<file path="src/inc/adcss_pkg.sv">
// Constants and types of the repeat sweep converter controller.
// Assumes an AXI4-Lite master and an external analog converter core.
package adcss_pkg;
   // ****************************************
   // Widths
   // ****************************************
   localparam int unsigned AXI_ADDR_W  = 8;
   localparam int unsigned AXI_DATA_W  = 32;
   localparam int unsigned CHAN_W      = 5;
   localparam int unsigned CODE_W      = 10;
   localparam int unsigned RIDX_W      = 3;
   localparam int unsigned NUM_RESULTS = 8;
   localparam int unsigned CKS_W       = 3;
   localparam int unsigned REG_W       = 8;
   // ****************************************
   // Register offsets
   // ****************************************
   localparam logic [7:0] OFS_CTRL0  = 8'h00;
   localparam logic [7:0] OFS_CTRL1  = 8'h04;
   localparam logic [7:0] OFS_MODE   = 8'h08;
   localparam logic [7:0] OFS_INSEL  = 8'h0c;
   localparam logic [7:0] OFS_REFCR  = 8'h10;
   localparam logic [7:0] OFS_STATUS = 8'h14;
   localparam logic [2:0] RES_PAGE   = 3'h1;
   // ****************************************
   // Field positions
   // ****************************************
   localparam int unsigned START_POS  = 0;
   localparam int unsigned RES10_POS  = 0;
   localparam int unsigned TRIG_LSB   = 1;
   localparam int unsigned CKS_LSB    = 3;
   localparam int unsigned GRP_LSB    = 4;
   localparam int unsigned SWP_LSB    = 6;
   localparam int unsigned STAT_ST    = 0;
   localparam int unsigned STAT_IDX   = 2;
   // ****************************************
   // Reset values
   // ****************************************
   localparam logic [7:0] RST_CTRL1 = 8'h00;
   localparam logic [7:0] RST_MODE  = 8'h01;
   localparam logic [7:0] RST_INSEL = 8'h00;
   localparam logic [7:0] RST_REFCR = 8'h00;
   // ****************************************
   // Codes
   // ****************************************
   localparam logic [1:0] TRIG_SW    = 2'h0;
   localparam logic [1:0] TRIG_TMR_D = 2'h1;
   localparam logic [1:0] TRIG_TMR_C = 2'h2;
   localparam logic [1:0] TRIG_EXT   = 2'h3;
   localparam logic [1:0] GRP_AT0    = 2'h0;
   localparam logic [1:0] GRP_AT8    = 2'h1;
   localparam logic [4:0] PIN_BASE0  = 5'h00;
   localparam logic [4:0] PIN_BASE8  = 5'h08;
   localparam logic [4:0] PIN_BASE16 = 5'h10;
   localparam logic [9:0] CODE8_MASK = 10'h0ff;
   localparam logic [1:0] RESP_OKAY  = 2'h0;
   localparam logic [1:0] RESP_SLVERR = 2'h2;
   typedef enum logic [1:0] {ST_IDLE, ST_ARMED, ST_ISSUE, ST_WAIT} adcss_state_type;
endpackage : adcss_pkg

</file>
<file path="src/rtl/adcss_pair_buf.sv">
// Two-entry valid/ready buffer.
// Assumes one clock and synchronous active-high reset.
module adcss_pair_buf #(
   parameter int unsigned W = 14
) (
   input  wire logic         clk,
   input  wire logic         rst,
   input  wire logic         in_valid,
   output logic              in_ready,
   input  wire logic [W-1:0] in_data,
   output logic              out_valid,
   input  wire logic         out_ready,
   output logic [W-1:0]      out_data
);
   logic [W-1:0] mem_ff [2];
   logic         wr_ptr_ff;
   logic         rd_ptr_ff;
   logic [1:0]   cnt_ff;
   logic [1:0]   nxt_cnt;
   logic         ready_ff;
   wire          push = in_valid & ready_ff;
   wire          pop  = out_valid & out_ready;

   assign in_ready  = ready_ff;
   assign out_valid = (cnt_ff != 2'h0);
   assign out_data  = mem_ff[rd_ptr_ff];
   assign nxt_cnt   = cnt_ff + {1'b0, push} - {1'b0, pop};

   // Ready is registered so a full buffer really stalls the source
   always_ff @(posedge clk)
   begin
      if (rst)
      begin
         wr_ptr_ff <= 1'b0;
         rd_ptr_ff <= 1'b0;
         cnt_ff    <= 2'h0;
         ready_ff  <= 1'b0;
      end
      else
      begin
         if (push)
         begin
            mem_ff[wr_ptr_ff] <= in_data;
            wr_ptr_ff         <= ~wr_ptr_ff;
         end
         if (pop)
            rd_ptr_ff <= ~rd_ptr_ff;
         cnt_ff   <= nxt_cnt;
         ready_ff <= (nxt_cnt != 2'h2);
      end
   end
endmodule : adcss_pair_buf

</file>
<file path="src/rtl/adcss_sweep_top.sv">
// Repeat sweep sequencer with AXI4-Lite registers and result store.
// Assumes a converter core that takes a start pulse and returns a code.
//
// Local design decisions: the register offsets and the AXI4-Lite slave port.
module adcss_sweep_top
   import adcss_pkg::*;
(
   input  wire logic                              clk,
   input  wire logic                              rst,
   input  wire logic [adcss_pkg::AXI_ADDR_W-1:0]  s_axi_awaddr,
   input  wire logic                              s_axi_awvalid,
   output logic                                   s_axi_awready,
   input  wire logic [adcss_pkg::AXI_DATA_W-1:0]  s_axi_wdata,
   input  wire logic [3:0]                        s_axi_wstrb,
   input  wire logic                              s_axi_wvalid,
   output logic                                   s_axi_wready,
   output logic [1:0]                             s_axi_bresp,
   output logic                                   s_axi_bvalid,
   input  wire logic                              s_axi_bready,
   input  wire logic [adcss_pkg::AXI_ADDR_W-1:0]  s_axi_araddr,
   input  wire logic                              s_axi_arvalid,
   output logic                                   s_axi_arready,
   output logic [adcss_pkg::AXI_DATA_W-1:0]       s_axi_rdata,
   output logic [1:0]                             s_axi_rresp,
   output logic                                   s_axi_rvalid,
   input  wire logic                              s_axi_rready,
   input  wire logic                              trig_timer_d,
   input  wire logic                              trig_timer_c,
   input  wire logic                              trig_ext,
   output logic                                   conv_start,
   output logic [adcss_pkg::CHAN_W-1:0]           conv_channel,
   output logic                                   conv_res10,
   output logic [adcss_pkg::CKS_W-1:0]            conv_clk_sel,
   input  wire logic                              res_valid,
   input  wire logic [adcss_pkg::CODE_W-1:0]      res_code,
   output logic                                   res_ready,
   output logic                                   irq_group_done,
   output logic                                   busy
);
   import adcss_pkg::*;

   localparam int unsigned BUF_W = 1 + RIDX_W + CODE_W;

   // ****************************************
   // Bus slave state
   // ****************************************
   logic                  awready_ff;
   logic                  wready_ff;
   logic                  aw_held_ff;
   logic                  w_held_ff;
   logic [AXI_ADDR_W-1:0] awaddr_ff;
   logic [REG_W-1:0]      wbyte_ff;
   logic                  wbyte_en_ff;
   logic                  bvalid_ff;
   logic [1:0]            bresp_ff;
   logic                  arready_ff;
   logic                  rvalid_ff;
   logic [1:0]            rresp_ff;
   logic [AXI_DATA_W-1:0] rdata_ff;

   // ****************************************
   // Registers and sequencer state
   // ****************************************
   logic                  start_ff;
   logic [REG_W-1:0]      ctrl1_ff;
   logic [REG_W-1:0]      mode_ff;
   logic [REG_W-1:0]      insel_ff;
   logic [REG_W-1:0]      refcr_ff;
   logic [CODE_W-1:0]     result_ff [NUM_RESULTS];
   adcss_state_type       st_ff;
   adcss_state_type       nxt_st;
   logic [RIDX_W-1:0]     idx_ff;
   logic [RIDX_W-1:0]     nxt_idx;
   logic                  conv_start_ff;
   logic [CHAN_W-1:0]     conv_channel_ff;
   logic                  conv_res10_ff;
   logic                  irq_ff;
   logic                  busy_ff;

   // ****************************************
   // Decode
   // ****************************************
   wire aw_hs    = s_axi_awvalid & awready_ff;
   wire w_hs     = s_axi_wvalid & wready_ff;
   wire do_write = aw_held_ff & w_held_ff & ~bvalid_ff;
   wire ar_hs    = s_axi_arvalid & arready_ff;
   wire wr_ctrl0 = do_write & (awaddr_ff == OFS_CTRL0);
   wire wr_ctrl1 = do_write & (awaddr_ff == OFS_CTRL1);
   wire wr_mode  = do_write & (awaddr_ff == OFS_MODE);
   wire wr_insel = do_write & (awaddr_ff == OFS_INSEL);
   wire wr_refcr = do_write & (awaddr_ff == OFS_REFCR);
   wire wr_hit   = (awaddr_ff == OFS_CTRL0) | (awaddr_ff == OFS_CTRL1) |
                   (awaddr_ff == OFS_MODE) | (awaddr_ff == OFS_INSEL) |
                   (awaddr_ff == OFS_REFCR) | (awaddr_ff == OFS_STATUS);
   wire rd_res   = (s_axi_araddr[7:5] == RES_PAGE) & (s_axi_araddr[1:0] == 2'h0);
   wire [RIDX_W-1:0] rd_ridx = s_axi_araddr[4:2];
   wire rd_known = rd_res | (s_axi_araddr == OFS_CTRL0) |
                   (s_axi_araddr == OFS_CTRL1) | (s_axi_araddr == OFS_MODE) |
                   (s_axi_araddr == OFS_INSEL) | (s_axi_araddr == OFS_REFCR) |
                   (s_axi_araddr == OFS_STATUS);
   wire [AXI_DATA_W-1:0] rd_status = (32'(idx_ff) << STAT_IDX) |
                                     (32'(st_ff) << STAT_ST);
   wire [AXI_DATA_W-1:0] rd_mux =
      rd_res                         ? 32'(result_ff[rd_ridx]) :
      (s_axi_araddr == OFS_CTRL0)    ? (32'(start_ff) << START_POS) :
      (s_axi_araddr == OFS_CTRL1)    ? 32'(ctrl1_ff) :
      (s_axi_araddr == OFS_MODE)     ? 32'(mode_ff) :
      (s_axi_araddr == OFS_INSEL)    ? 32'(insel_ff) :
      (s_axi_araddr == OFS_REFCR)    ? 32'(refcr_ff) :
      (s_axi_araddr == OFS_STATUS)   ? rd_status : 32'h0000_0000;

   // ****************************************
   // Configuration fields
   // ****************************************
   wire             res10_sel = mode_ff[RES10_POS];
   wire [1:0]       trig_src  = mode_ff[TRIG_LSB +: 2];
   wire [1:0]       grp_sel   = insel_ff[GRP_LSB +: 2];
   wire [1:0]       swp_sel   = insel_ff[SWP_LSB +: 2];
   // Six and eight pin groups cannot start at pin 16
   wire [CHAN_W-1:0] group_base = (grp_sel == GRP_AT0) ? PIN_BASE0 :
                                  ((grp_sel == GRP_AT8) | swp_sel[1]) ?
                                  PIN_BASE8 : PIN_BASE16;
   wire [RIDX_W-1:0] pass_last = {swp_sel, 1'b1};
   wire idx_last  = (idx_ff == pass_last);
   wire trig_hit  = ((trig_src == TRIG_TMR_D) & trig_timer_d) |
                    ((trig_src == TRIG_TMR_C) & trig_timer_c) |
                    ((trig_src == TRIG_EXT) & trig_ext);

   // ****************************************
   // Result path
   // ****************************************
   logic              buf_in_ready;
   logic              buf_out_valid;
   logic [BUF_W-1:0]  buf_out_data;
   wire res_accept  = res_valid & buf_in_ready;
   wire [CODE_W-1:0] code_kept = conv_res10_ff ? res_code :
                                 (res_code & CODE8_MASK);
   // Low channel bits name the result slot because bases are multiples of 8
   wire [BUF_W-1:0] buf_in_data = {idx_last, conv_channel_ff[RIDX_W-1:0],
                                   code_kept};
   // Drain stalls on a result read so both never touch the store at once
   wire buf_out_ready = ~(ar_hs & rd_res);
   wire drain_fire    = buf_out_valid & buf_out_ready;
   wire drain_last    = buf_out_data[BUF_W-1];
   wire [RIDX_W-1:0] drain_idx  = buf_out_data[CODE_W +: RIDX_W];
   wire [CODE_W-1:0] drain_code = buf_out_data[CODE_W-1:0];
   wire running = start_ff & (st_ff != ST_IDLE);

   adcss_pair_buf #(
      .W         (BUF_W)
   ) u_buf (
      .clk       (clk),
      .rst       (rst),
      .in_valid  (res_valid),
      .in_ready  (buf_in_ready),
      .in_data   (buf_in_data),
      .out_valid (buf_out_valid),
      .out_ready (buf_out_ready),
      .out_data  (buf_out_data)
   );

   // ****************************************
   // Sequencer
   // ****************************************
   always_comb
   begin
      nxt_st  = st_ff;
      nxt_idx = idx_ff;
      if (!start_ff)
      begin
         nxt_st  = ST_IDLE;
         nxt_idx = '0;
      end
      else
      begin
         unique case (st_ff)
            ST_IDLE:
               nxt_st = (trig_src == TRIG_SW) ? ST_ISSUE : ST_ARMED;
            ST_ARMED:
               if (trig_hit)
                  nxt_st = ST_ISSUE;
            ST_ISSUE:
               nxt_st = ST_WAIT;
            ST_WAIT:
               if (res_accept)
               begin
                  nxt_st  = ST_ISSUE;
                  nxt_idx = idx_last ? '0 : idx_ff + 3'h1;
               end
         endcase
      end
   end

   // Triggers only matter in the armed state, so a running sweep ignores them
   always_ff @(posedge clk)
   begin
      if (rst)
      begin
         st_ff           <= ST_IDLE;
         idx_ff          <= '0;
         conv_start_ff   <= 1'b0;
         conv_channel_ff <= '0;
         conv_res10_ff   <= 1'b0;
         busy_ff         <= 1'b0;
         irq_ff          <= 1'b0;
      end
      else
      begin
         st_ff           <= nxt_st;
         idx_ff          <= nxt_idx;
         conv_start_ff   <= (nxt_st == ST_ISSUE);
         conv_channel_ff <= group_base + CHAN_W'(nxt_idx);
         conv_res10_ff   <= res10_sel;
         busy_ff         <= (nxt_st == ST_ISSUE) | (nxt_st == ST_WAIT);
         irq_ff          <= drain_fire & drain_last & running;
      end
   end

   // Every pass overwrites, no read handshake needed
   always_ff @(posedge clk)
   begin
      if (rst)
      begin
         for (int i = 0; i < NUM_RESULTS; i++)
            result_ff[i] <= '0;
      end
      else if (drain_fire)
         result_ff[drain_idx] <= drain_code;
   end

   // ****************************************
   // Register writes
   // ****************************************
   // Config writes are honoured at any time; stopping first is up to software
   always_ff @(posedge clk)
   begin
      if (rst)
      begin
         start_ff <= 1'b0;
         ctrl1_ff <= RST_CTRL1;
         mode_ff  <= RST_MODE;
         insel_ff <= RST_INSEL;
         refcr_ff <= RST_REFCR;
      end
      else if (wbyte_en_ff)
      begin
         if (wr_ctrl0)
            start_ff <= wbyte_ff[START_POS];
         if (wr_ctrl1)
            ctrl1_ff <= wbyte_ff;
         if (wr_mode)
            mode_ff <= wbyte_ff;
         if (wr_insel)
            insel_ff <= wbyte_ff;
         if (wr_refcr)
            refcr_ff <= wbyte_ff;
      end
   end

   // ****************************************
   // AXI4-Lite handshakes
   // ****************************************
   always_ff @(posedge clk)
   begin
      if (rst)
      begin
         awready_ff  <= 1'b1;
         wready_ff   <= 1'b1;
         aw_held_ff  <= 1'b0;
         w_held_ff   <= 1'b0;
         awaddr_ff   <= '0;
         wbyte_ff    <= '0;
         wbyte_en_ff <= 1'b0;
         bvalid_ff   <= 1'b0;
         bresp_ff    <= RESP_OKAY;
      end
      else
      begin
         if (aw_hs)
         begin
            awaddr_ff  <= s_axi_awaddr;
            aw_held_ff <= 1'b1;
            awready_ff <= 1'b0;
         end
         if (w_hs)
         begin
            wbyte_ff    <= s_axi_wdata[REG_W-1:0];
            wbyte_en_ff <= s_axi_wstrb[0];
            w_held_ff   <= 1'b1;
            wready_ff   <= 1'b0;
         end
         if (do_write)
         begin
            aw_held_ff <= 1'b0;
            w_held_ff  <= 1'b0;
            bvalid_ff  <= 1'b1;
            bresp_ff   <= wr_hit ? RESP_OKAY : RESP_SLVERR;
         end
         if (bvalid_ff & s_axi_bready)
         begin
            bvalid_ff  <= 1'b0;
            awready_ff <= 1'b1;
            wready_ff  <= 1'b1;
         end
      end
   end

   always_ff @(posedge clk)
   begin
      if (rst)
      begin
         arready_ff <= 1'b1;
         rvalid_ff  <= 1'b0;
         rresp_ff   <= RESP_OKAY;
         rdata_ff   <= '0;
      end
      else if (ar_hs)
      begin
         arready_ff <= 1'b0;
         rvalid_ff  <= 1'b1;
         rdata_ff   <= rd_mux;
         rresp_ff   <= rd_known ? RESP_OKAY : RESP_SLVERR;
      end
      else if (rvalid_ff & s_axi_rready)
      begin
         rvalid_ff  <= 1'b0;
         arready_ff <= 1'b1;
      end
   end

   assign s_axi_awready  = awready_ff;
   assign s_axi_wready   = wready_ff;
   assign s_axi_bvalid   = bvalid_ff;
   assign s_axi_bresp    = bresp_ff;
   assign s_axi_arready  = arready_ff;
   assign s_axi_rvalid   = rvalid_ff;
   assign s_axi_rresp    = rresp_ff;
   assign s_axi_rdata    = rdata_ff;
   assign conv_start     = conv_start_ff;
   assign conv_channel   = conv_channel_ff;
   assign conv_res10     = conv_res10_ff;
   assign conv_clk_sel   = mode_ff[CKS_LSB +: CKS_W];
   assign res_ready      = buf_in_ready;
   assign irq_group_done = irq_ff;
   assign busy           = busy_ff;

   wire [CHAN_W-1:0] group_top = group_base + CHAN_W'(pass_last);
endmodule : adcss_sweep_top

</file>
<file path="config.mk">
export PLATFORM = sky130hd
export DESIGN_NAME = adcss_sweep_top
export DESIGN_NICKNAME = d
export VERILOG_FILES = /design/src/inc/adcss_pkg.sv /design/src/rtl/adcss_pair_buf.sv /design/src/rtl/adcss_sweep_top.sv
export SDC_FILE = /design/constraint.sdc
export NUM_CORES = 1
export LEC_CHECK = 0
export BUFFER_PORTS_ARGS = -buffer_cell sky130_fd_sc_hd__buf_2
export CORE_MARGIN = 3
export CORE_UTILIZATION = 55
export CTS_CLUSTER_SIZE = 28
export DETAILED_ROUTE_END_ITERATION = 12
export GPL_TIMING_DRIVEN = 0
export PLACE_DENSITY_LB_ADDON = 0.1
export SLEW_MARGIN = 20
export SYNTH_ARGS = -nofsm -noshare
export SYNTH_HDL_FRONTEND = slang
export SYNTH_SLANG_ARGS = --single-unit
</file>
<file path="constraint.sdc">
create_clock -name clk -period 5.8 [get_ports clk]
set_input_delay 1.16 -clock clk [delete_from_list [all_inputs] [get_ports clk]]
set_output_delay 1.16 -clock clk [all_outputs]
set_load 0.005 [all_outputs]
</file>
==> flow_metrics.env, run 1 <==
export IMPL_outcome="finished clean"
export IMPL_slowest_delay_ns=0.64
export IMPL_yosys_warnings=0
export IMPL_worstPathMaxFanout=7
export IMPL_cpMostUsedCell="nor2_1"
export IMPL_route_vias_total=5944
export IMPL_overflow=0
export IMPL_final_cell_area_mm2=0.00967
export IMPL_min_to="awaddr_ff[1]$_SDFFE_PP0P_"
export IMPL_setup_viol=0
export IMPL_max_freq_mhz=311
export IMPL_period_minus_slack_ns=3.21
export IMPL_synthFlopType="edfxtp_1"
export IMPL_path_cells="buf_2 > or4_1 > nor3_2 > nor2_1 > ha_1 > inv_1 > ha_1 > xor2_1 > xnor2_1 > nor2_1 > nor2_1"
export IMPL_drtAntennaViolNets=0
export IMPL_fillCellCount=1152
export IMPL_syn_area_per_cell_um2=11.4
export IMPL_place_ws_ns=2.15
export IMPL_slew_headroom_pct=40.2
export IMPL_grt_use_met2_pct=37.2
export IMPL_timing_rr_end="result_ff[2][7]$_SDFFCE_PN0P_"
export IMPL_synth_seq_cells=194
export IMPL_end_kind="flop"
export IMPL_cts_tree="yes"
export IMPL_startpoint_type="input pin"
export IMPL_portBuffers=72
export IMPL_fp_row_count=44
export IMPL_htreeDepth=4
export IMPL_met3_usage_pct=4.78
export IMPL_crit_arrival_ns=3.52
export IMPL_hp_start="awaddr_ff[1]$_SDFFE_PP0P_"
export IMPL_drt_first_pass_iters=5
export IMPL_antenna_found_initial=1
export IMPL_worstMarginPinSlew_ns=0.897
export IMPL_cts_buffers=17
export IMPL_drive_gt1_share_pct=20.9
export IMPL_critPathKind="input pin to flop"
export IMPL_power_density_mw_per_mm2=339
export IMPL_drc=0
export IMPL_dieArea_mm2=0.0167
export IMPL_drv_cap=0
export IMPL_synth_async_reset_ratio_pct=0
export IMPL_timing_setup_tns_ns=0
export IMPL_chipWidth_um=129
export IMPL_busiest_layer="met2"
export IMPL_vias_per_cell=5.68
export IMPL_rsz0062_at_grt="false"
export IMPL_cpLargestDelayFamily="simple AND/OR/NAND/NOR gates"
export IMPL_layout_nets=926
export IMPL_cts_setup_buffers=0
export IMPL_syn_instance_count=734
export IMPL_period_share_pct=55.4
export IMPL_path_depth=11
export IMPL_regToRegSetupSlack_ns=3.27
export IMPL_synthToLayoutAreaGrowth_pct=16.0
export IMPL_grt_pass1_wl_um=30800
export IMPL_ios=127
export IMPL_initial_utilization_pct=56.7
export IMPL_cts_root_buf="clkbuf_16"
export IMPL_gp_congestion=0.906
export IMPL_seqCellArea_mm2=0.00496
export IMPL_cp_slowest_cell="or4_1"
export IMPL_rr_worst_depth=5
export IMPL_multi_input_area_mm2=0.00302
export IMPL_final_setup_worst_slack_ns=2.59
export IMPL_wl_um=19400
export IMPL_drt_initial_drc_count=592
export IMPL_worstSkewPairLatency_ns=0.44
export IMPL_hold_violations=0
export IMPL_crit_required_ns=6.10
export IMPL_die_h_um=129
export IMPL_cts_num_sinks=194
export IMPL_design_core_area_mm2=0.0147
export IMPL_irDropWorstVdd_mv=0.231
export IMPL_synth_edff_count=108
export IMPL_synth_distinct_cells=49
export IMPL_clock_skew_ns=0.00719
export IMPL_clk_pin_slew_ns=0.07
export IMPL_use_met1_pct=34.7
export IMPL_dp_hpwl_um=13800
export IMPL_crit_buf_inv=2
export IMPL_slew_viol_final=0
export IMPL_grt_pass1_vias=5721
export IMPL_diodes=0
export IMPL_min_path_type="flop to flop"
export IMPL_leakagePower_uw=0.00390
export IMPL_wl_per_cell_um=18.5
export IMPL_post_dp_cell_area_mm2=0.00904
export IMPL_whs_path_depth=2
export IMPL_post_cts_resized=0
export IMPL_clockBufferDepth=2
export IMPL_ctsHoldBuffers=0
export IMPL_grt_total_usage_pct=24.2
export IMPL_syn_area_mm2=0.00834
export IMPL_seq_area_frac_synth_pct=59.5
export IMPL_grt_max_degree=18
[worst reg2reg max path, stage by stage (launching register included)]
cell and delay [ns]:
dfxtp_1 0.32, clkbuf_1 0.32, mux2i_1 0.26, nor4b_1 0.56
nand2_1 0.21, nand2b_1 0.50
[cell usage after synthesis (3+ instances only)]
cell,number,area share (%)
nor2_1,142,6.4
edfxtp_1,108,39
dfxtp_1,86,21
nand2_1,74,3.3
mux2i_1,51,6.1
a21oi_1,37,2.2
buf_4,31,2.8
clkbuf_1,21,0.95
mux4_2,20,5.4
buf_2,15,0.90
nand2b_1,15,1.1
inv_1,13,0.59
nand3_1,13,0.78
nor3_1,10,0.60
a211oi_1,8,0.72
a22oi_1,8,0.72
nor2b_1,7,0.53
o22ai_1,6,0.45
and2_1,5,0.38
nand3b_1,5,0.45
nor4_1,5,0.38
o21ai_0,4,0.24
xnor2_1,4,0.42
a211o_1,3,0.32
a221o_1,3,0.36
buf_1,3,0.14
ha_1,3,0.45
nor3b_1,3,0.27
xor2_1,3,0.32
[report_power, final]
part / switching (µW) / total [µW] / internal, µW
clock: 528 / 1260 / 729
combinational: 275 / 436 / 162
sequential: 39.3 / 1590 / 1550
total: 842 / 3280 / 2440
[worst max path at each step]
stage / start / end / slack, ns
2_1_floorplan: s_axi_araddr[7] / u_buf.in_ready$_SDFF_PP0_ / 2.63
3_3_place_gp: rst / u_buf.mem_ff[1][1]$_DFFE_PP_ / 1.95
3_5_place_dp: s_axi_araddr[7] / u_buf.cnt_ff[1]$_SDFF_PP0_ / 2.15
4_1_cts: s_axi_araddr[7] / u_buf.in_ready$_SDFF_PP0_ / 2.60
5_1_grt: s_axi_araddr[7] / u_buf.in_ready$_SDFF_PP0_ / 2.41
6_report: s_axi_araddr[7] / u_buf.in_ready$_SDFF_PP0_ / 2.59
[area by class of cell]
| class | instances | share of cell area [%] |
|---|---|---|
| sequential | 194 | 51.3 |
| multi-input combinational | 480 | 31.3 |
| clock buffer | 18 | 4.44 |
| buffer | 70 | 4.11 |
| timing repair buffer | 74 | 3.88 |
| tap | 184 | 2.38 |
| clock inverter | 14 | 2.11 |
| inverter | 13 | 0.504 |
[placed cells by master (no fill, tap or decap), drive strengths merged, types with 2 or more instances in the layout]
cell | Yosys | routed
nor4 | 7 | 7
o32ai | 2 | 2
a22o | 2 | 2
nand2b | 15 | 15
o21bai | 2 | 2
edfxtp | 108 | 108
and2 | 5 | 5
o21ai | 4 | 4
a22oi | 8 | 8
conb | 1 | 24
o211ai | 2 | 2
nor2 | 142 | 142
a21oi | 37 | 37
a211oi | 8 | 8
inv | 13 | 17
mux2i | 51 | 51
xor2 | 3 | 3
a311oi | 2 | 2
nand2 | 74 | 74
buf | 49 | 123
xnor2 | 4 | 4
dfxtp | 86 | 86
o2111ai | 2 | 2
a221o | 3 | 3
o22ai | 6 | 6
clkbuf | 21 | 39
nor3 | 11 | 11
nor2b | 7 | 7
clkinvlp | 0 | 4
a211o | 3 | 3
nor3b | 3 | 3
bufinv | 0 | 4
clkinv | 0 | 2
ha | 3 | 3
nand3b | 5 | 5
mux4 | 20 | 20
nand3 | 14 | 14
or4 | 3 | 3
[kinds of logic (layout without fill, tap and decap cells)]
| family | Yosys count | count (layout) | share of synthesized area (%) |
|---|---|---|---|
| muxes | 72 | 72 | 11.7 |
| adders and majority gates | 3 | 3 | 0.450 |
| DFF | 194 | 194 | 59.5 |
| buffers and inverters | 83 | 189 | 5.36 |
| xor gates and xnor gates | 7 | 7 | 0.735 |
| and+or+nand+nor | 290 | 290 | 15.7 |
| AOI/OAI and AO/OA | 84 | 84 | 6.51 |
| other | 1 | 24 | 0.0450 |
[through the flow]
step	std cells	hold slack [ns]	utilization (%)	total power, µW
floorplan	757	0.436	-	1910
global placement	1013	0.444	61.3	2030
finish	1047	0.458	65.8	3280
global route	1047	0.481	65.8	3400
CTS	1047	0.457	65.8	3290
detailed placement	1015	0.447	61.5	2050
[registers in the layout, indices dropped and copies added, names as in the netlist, 3 cells and up, named ones only]
signal / flops
s_axi_rdata: 10
result_ff: 80
refcr_ff: 8
awaddr_ff: 8
idx_ff: 3
insel_ff: 8
wbyte_ff: 8
u_buf.mem_ff: 28
mode_ff: 8
ctrl1_ff: 8
[routing by layer]
metal  vias up  wire, µm
met5         -        10
met4         2       326
met3        31      1420
met2       242      8870
met1      2884      8750
li1       2785         -
No activity file was read; power rests on OpenSTA's default activity.
==> inputs of run 2 (changes only) <==
- ABC_AREA: default -> 1
- CORE_UTILIZATION: 55 -> 51
- clock period: 5.8 -> 2.6 ns (I/O delays scaled with it)
==> run 2 against run 1 <==
  * Hold slack lost 0.18 ns
  * Critical path depth fell by 3
  * Die area rose by 7.9%
  * Highest routed layer unchanged
==> flow_metrics.env, run 2 <==
export IMPL_chipWidth_um=134
export IMPL_overflow=0
export IMPL_worstMarginPinSlew_ns=0.962
export IMPL_grt_pass1_vias=5878
export IMPL_synth_edff_count=108
export IMPL_cts_num_sinks=194
export IMPL_post_cts_resized=0
export IMPL_end_kind="flop"
export IMPL_crit_required_ns=2.66
export IMPL_path_cells="nand2_1 > nor2_2 > nor2_4 > nand2_1 > nor2_1 > nand2_1 > buf_6 > nand2_1"
export IMPL_vias_per_cell=5.17
export IMPL_mostFrequentLayoutCell="nor2_1"
export IMPL_period_minus_slack_ns=2.40
export IMPL_grt_total_usage_pct=23.0
export IMPL_rsz0062_at_grt="false"
export IMPL_largest_reg_flops=80
export IMPL_worstSkewPairLatency_ns=0.43
export IMPL_slew_headroom_pct=34.0
export IMPL_drc=0
export IMPL_critPathLaunch="s_axi_arready$_SDFFE_PP1P_"
export IMPL_cts_setup_buffers=0
export IMPL_dp_hpwl_um=14700
export IMPL_gp_congestion=0.889
export IMPL_crit_buf_inv=1
export IMPL_cts_buffers=17
export IMPL_final_cell_mix="nor2_1, nand2_1, edfxtp_1, buf_2, dfxtp_1"
export IMPL_layout_nets=1086
export IMPL_timing_rr_end="result_ff[5][8]$_SDFFCE_PN0P_"
export IMPL_clockBufferDepth=2
export IMPL_grt_max_degree=17
export IMPL_synth_async_reset_ratio_pct=0
export IMPL_synth_seq_cells=194
export IMPL_min_path_type="input pin to flop"
export IMPL_wl_um=20200
export IMPL_period_share_pct=92.3
export IMPL_drtAntennaViolNets=0
export IMPL_synth_area_top_cells="edfxtp_1, dfxtp_1, nor2_1"
export IMPL_seq_area_frac_synth_pct=59.3
export IMPL_yosysMostFrequentCell="nor2_1"
export IMPL_r2r_start="s_axi_arready$_SDFFE_PP1P_"
export IMPL_grt_pass1_wl_um=31500
export IMPL_max_freq_mhz=417
export IMPL_ios=127
export IMPL_die_h_um=134
export IMPL_synthFlopType="edfxtp_1"
export IMPL_initial_utilization_pct=52.3
export IMPL_slowest_delay_ns=0.38
export IMPL_yosys_area_top_type="edfxtp_1"
export IMPL_irDropWorstVdd_mv=0.503
export IMPL_seqCellArea_mm2=0.00496
export IMPL_synth_commonest_cells="nor2_1, nand2_1, edfxtp_1"
export IMPL_critPathKind="flop to flop"
export IMPL_fp_row_count=46
export IMPL_route_vias_total=6409
export IMPL_fillCellCount=1415
export IMPL_cts_tree="yes"
export IMPL_holdWs_ns=0.279
export IMPL_fin_util_pct=60.8
export IMPL_top_register="result_ff"
export IMPL_rr_worst_depth=8
export IMPL_antenna_found_initial=2
export IMPL_met3_usage_pct=5.36
export IMPL_crit_arrival_ns=2.47
export IMPL_cpLargestDelayFamily="simple AND/OR/NAND/NOR gates"
export IMPL_path_depth=8
export IMPL_busiest_layer="met1"
export IMPL_regToRegSetupSlack_ns=0.20
export IMPL_grt_use_met2_pct=33.2
export IMPL_multi_input_area_mm2=0.00277
export IMPL_synthToLayoutAreaGrowth_pct=16.1
export IMPL_syn_instance_count=892
export IMPL_cts_root_buf="clkbuf_16"
export IMPL_cpMostUsedCell="nand2_1"
export IMPL_worstPathMaxFanout=10
export IMPL_slew_viol_final=0
export IMPL_use_met1_pct=34.8
export IMPL_leakagePower_uw=0.00413
export IMPL_setup_viol=0
export IMPL_final_setup_worst_slack_ns=0.200
export IMPL_cp_slowest_cell="nand2_1"
export IMPL_ctsHoldBuffers=0
export IMPL_hold_violations=0
export IMPL_wl_per_cell_um=16.3
export IMPL_yosys_warnings=0
export IMPL_synth_distinct_cells=39
export IMPL_drt_initial_drc_count=582
export IMPL_design_core_area_mm2=0.0160
export IMPL_clock_skew_ns=0.0144
export IMPL_drv_cap=0
export IMPL_portBuffers=75
export IMPL_syn_area_per_cell_um2=9.39
export IMPL_endpoint="result_ff[5][8]$_SDFFCE_PN0P_"
export IMPL_power_density_mw_per_mm2=738
export IMPL_startpoint_type="flop"
export IMPL_place_ws_ns=-0.243
export IMPL_dieArea_mm2=0.0180
export IMPL_synth_top_cell_area_share_pct=38.7
export IMPL_syn_area_mm2=0.00838
export IMPL_drt_first_pass_iters=5
export IMPL_htreeDepth=4
export IMPL_drive_gt1_share_pct=17.5
export IMPL_clk_pin_slew_ns=0.06
export IMPL_outcome="finished clean"
==> run 2: changes by cell type in the layout (fill, tap and decap cells not counted), sizes merged, moves of 15 or more <==
cell | previous run | this run
a21oi | 37 | 67
inv | 17 | 84
mux2i | 51 | 11
mux4 | 20 | 0
nand2 | 74 | 131
nand2b | 15 | 0
nand3 | 14 | 43
nand4 | 1 | 16
nor2 | 142 | 178
o21ai | 4 | 51
==> run 2: per-layer routing <==
metal / up-vias / routed length [µm] / part of all wire (%)
li1: 3169 / - / -
met1: 2949 / 9580 / 47
met2: 263 / 8500 / 42
met3: 26 / 1780 / 8.8
met4: 2 / 309 / 1.5
met5: - / 19 / 0.094
==> run 2: layout make-up <==
cell class / count / share of cell area (%)
Timing Repair Buffer: 76 / 3.94
Clock buffer: 23 / 5.13
Inverter: 82 / 3.16
Clock inverter: 9 / 1.04
Buffer: 65 / 4.43
Antenna cell: 1 / 0.0257
Multi-Input combinational cell: 574 / 28.4
Tap cell: 216 / 2.78
Sequential cell: 194 / 51.0
==> run 2: worst register-to-register path, cell delays in order (launching register included) <==
cell and delay, ns:
dfxtp_1 0.32, nand2_1 0.24, nor2_2 0.16, nor2_4 0.16, nand2_1 0.10, nor2_1 0.32
nand2_1 0.16, buf_6 0.18, nand2_1 0.39
==> run 2: worst min path at each step <==
stage                                      start                            to  slack (ns)  depth (start not counted)
finish                               res_code[5]  u_buf.mem_ff[0][5]$_DFFE_PP_        0.28                          1
detailed placement  u_buf.rd_ptr_ff$_SDFFE_PP0P_  u_buf.rd_ptr_ff$_SDFFE_PP0P_        0.44                          1
CTS                                  res_code[5]  u_buf.mem_ff[0][5]$_DFFE_PP_        0.27                          1
floorplan                mode_ff[0]$_SDFFE_PP1P_         conv_res10$_SDFF_PP0_        0.42                          2
global placement    u_buf.rd_ptr_ff$_SDFFE_PP0P_  u_buf.rd_ptr_ff$_SDFFE_PP0P_        0.44                          1
global route                         res_code[5]  u_buf.mem_ff[0][5]$_DFFE_PP_        0.26                          1
==> run 2: through the flow <==
| stage | instance area, µm² | instances | total power [µW] | setup TNS [ns] |
|---|---|---|---|---|
| 6_report | 9730 | 1240 | 7180 | 0 |
| 5_1_grt | 9730 | 1240 | 7470 | 0 |
| 4_1_cts | 9720 | 1239 | 7200 | 0 |
| 3_5_place_dp | 9120 | 1207 | 4600 | -14.98 |
| 3_3_place_gp | 9110 | 1206 | 4580 | -19.57 |
| 2_1_floorplan | 8460 | 915 | 4270 | 0 |
==> run 2: report_power, final <==
part | leakage (µW) | internal [µW] | total, µW | switching [µW]
Clock | 0.000309 | 1540 | 2640 | 1090
Combinational | 0.00203 | 307 | 981 | 674
Sequential | 0.00179 | 3480 | 3560 | 77.7
==> run 2: cells by family (layout without fill, tap and decap cells) <==
kind of cell | count (synthesis) | count (layout) | share of synthesized area [%]
buffers and inverters | 147 | 255 | 8.81
AND/OR/NAND/NOR | 380 | 380 | 19.5
adder cells (fa/ha/maj) | 3 | 3 | 0.448
other | 1 | 25 | 0.0448
XOR/XNOR | 6 | 6 | 0.627
AO/OA/AOI/OAI | 150 | 150 | 9.95
multiplexers | 11 | 11 | 1.31
flip-flops | 194 | 194 | 59.3
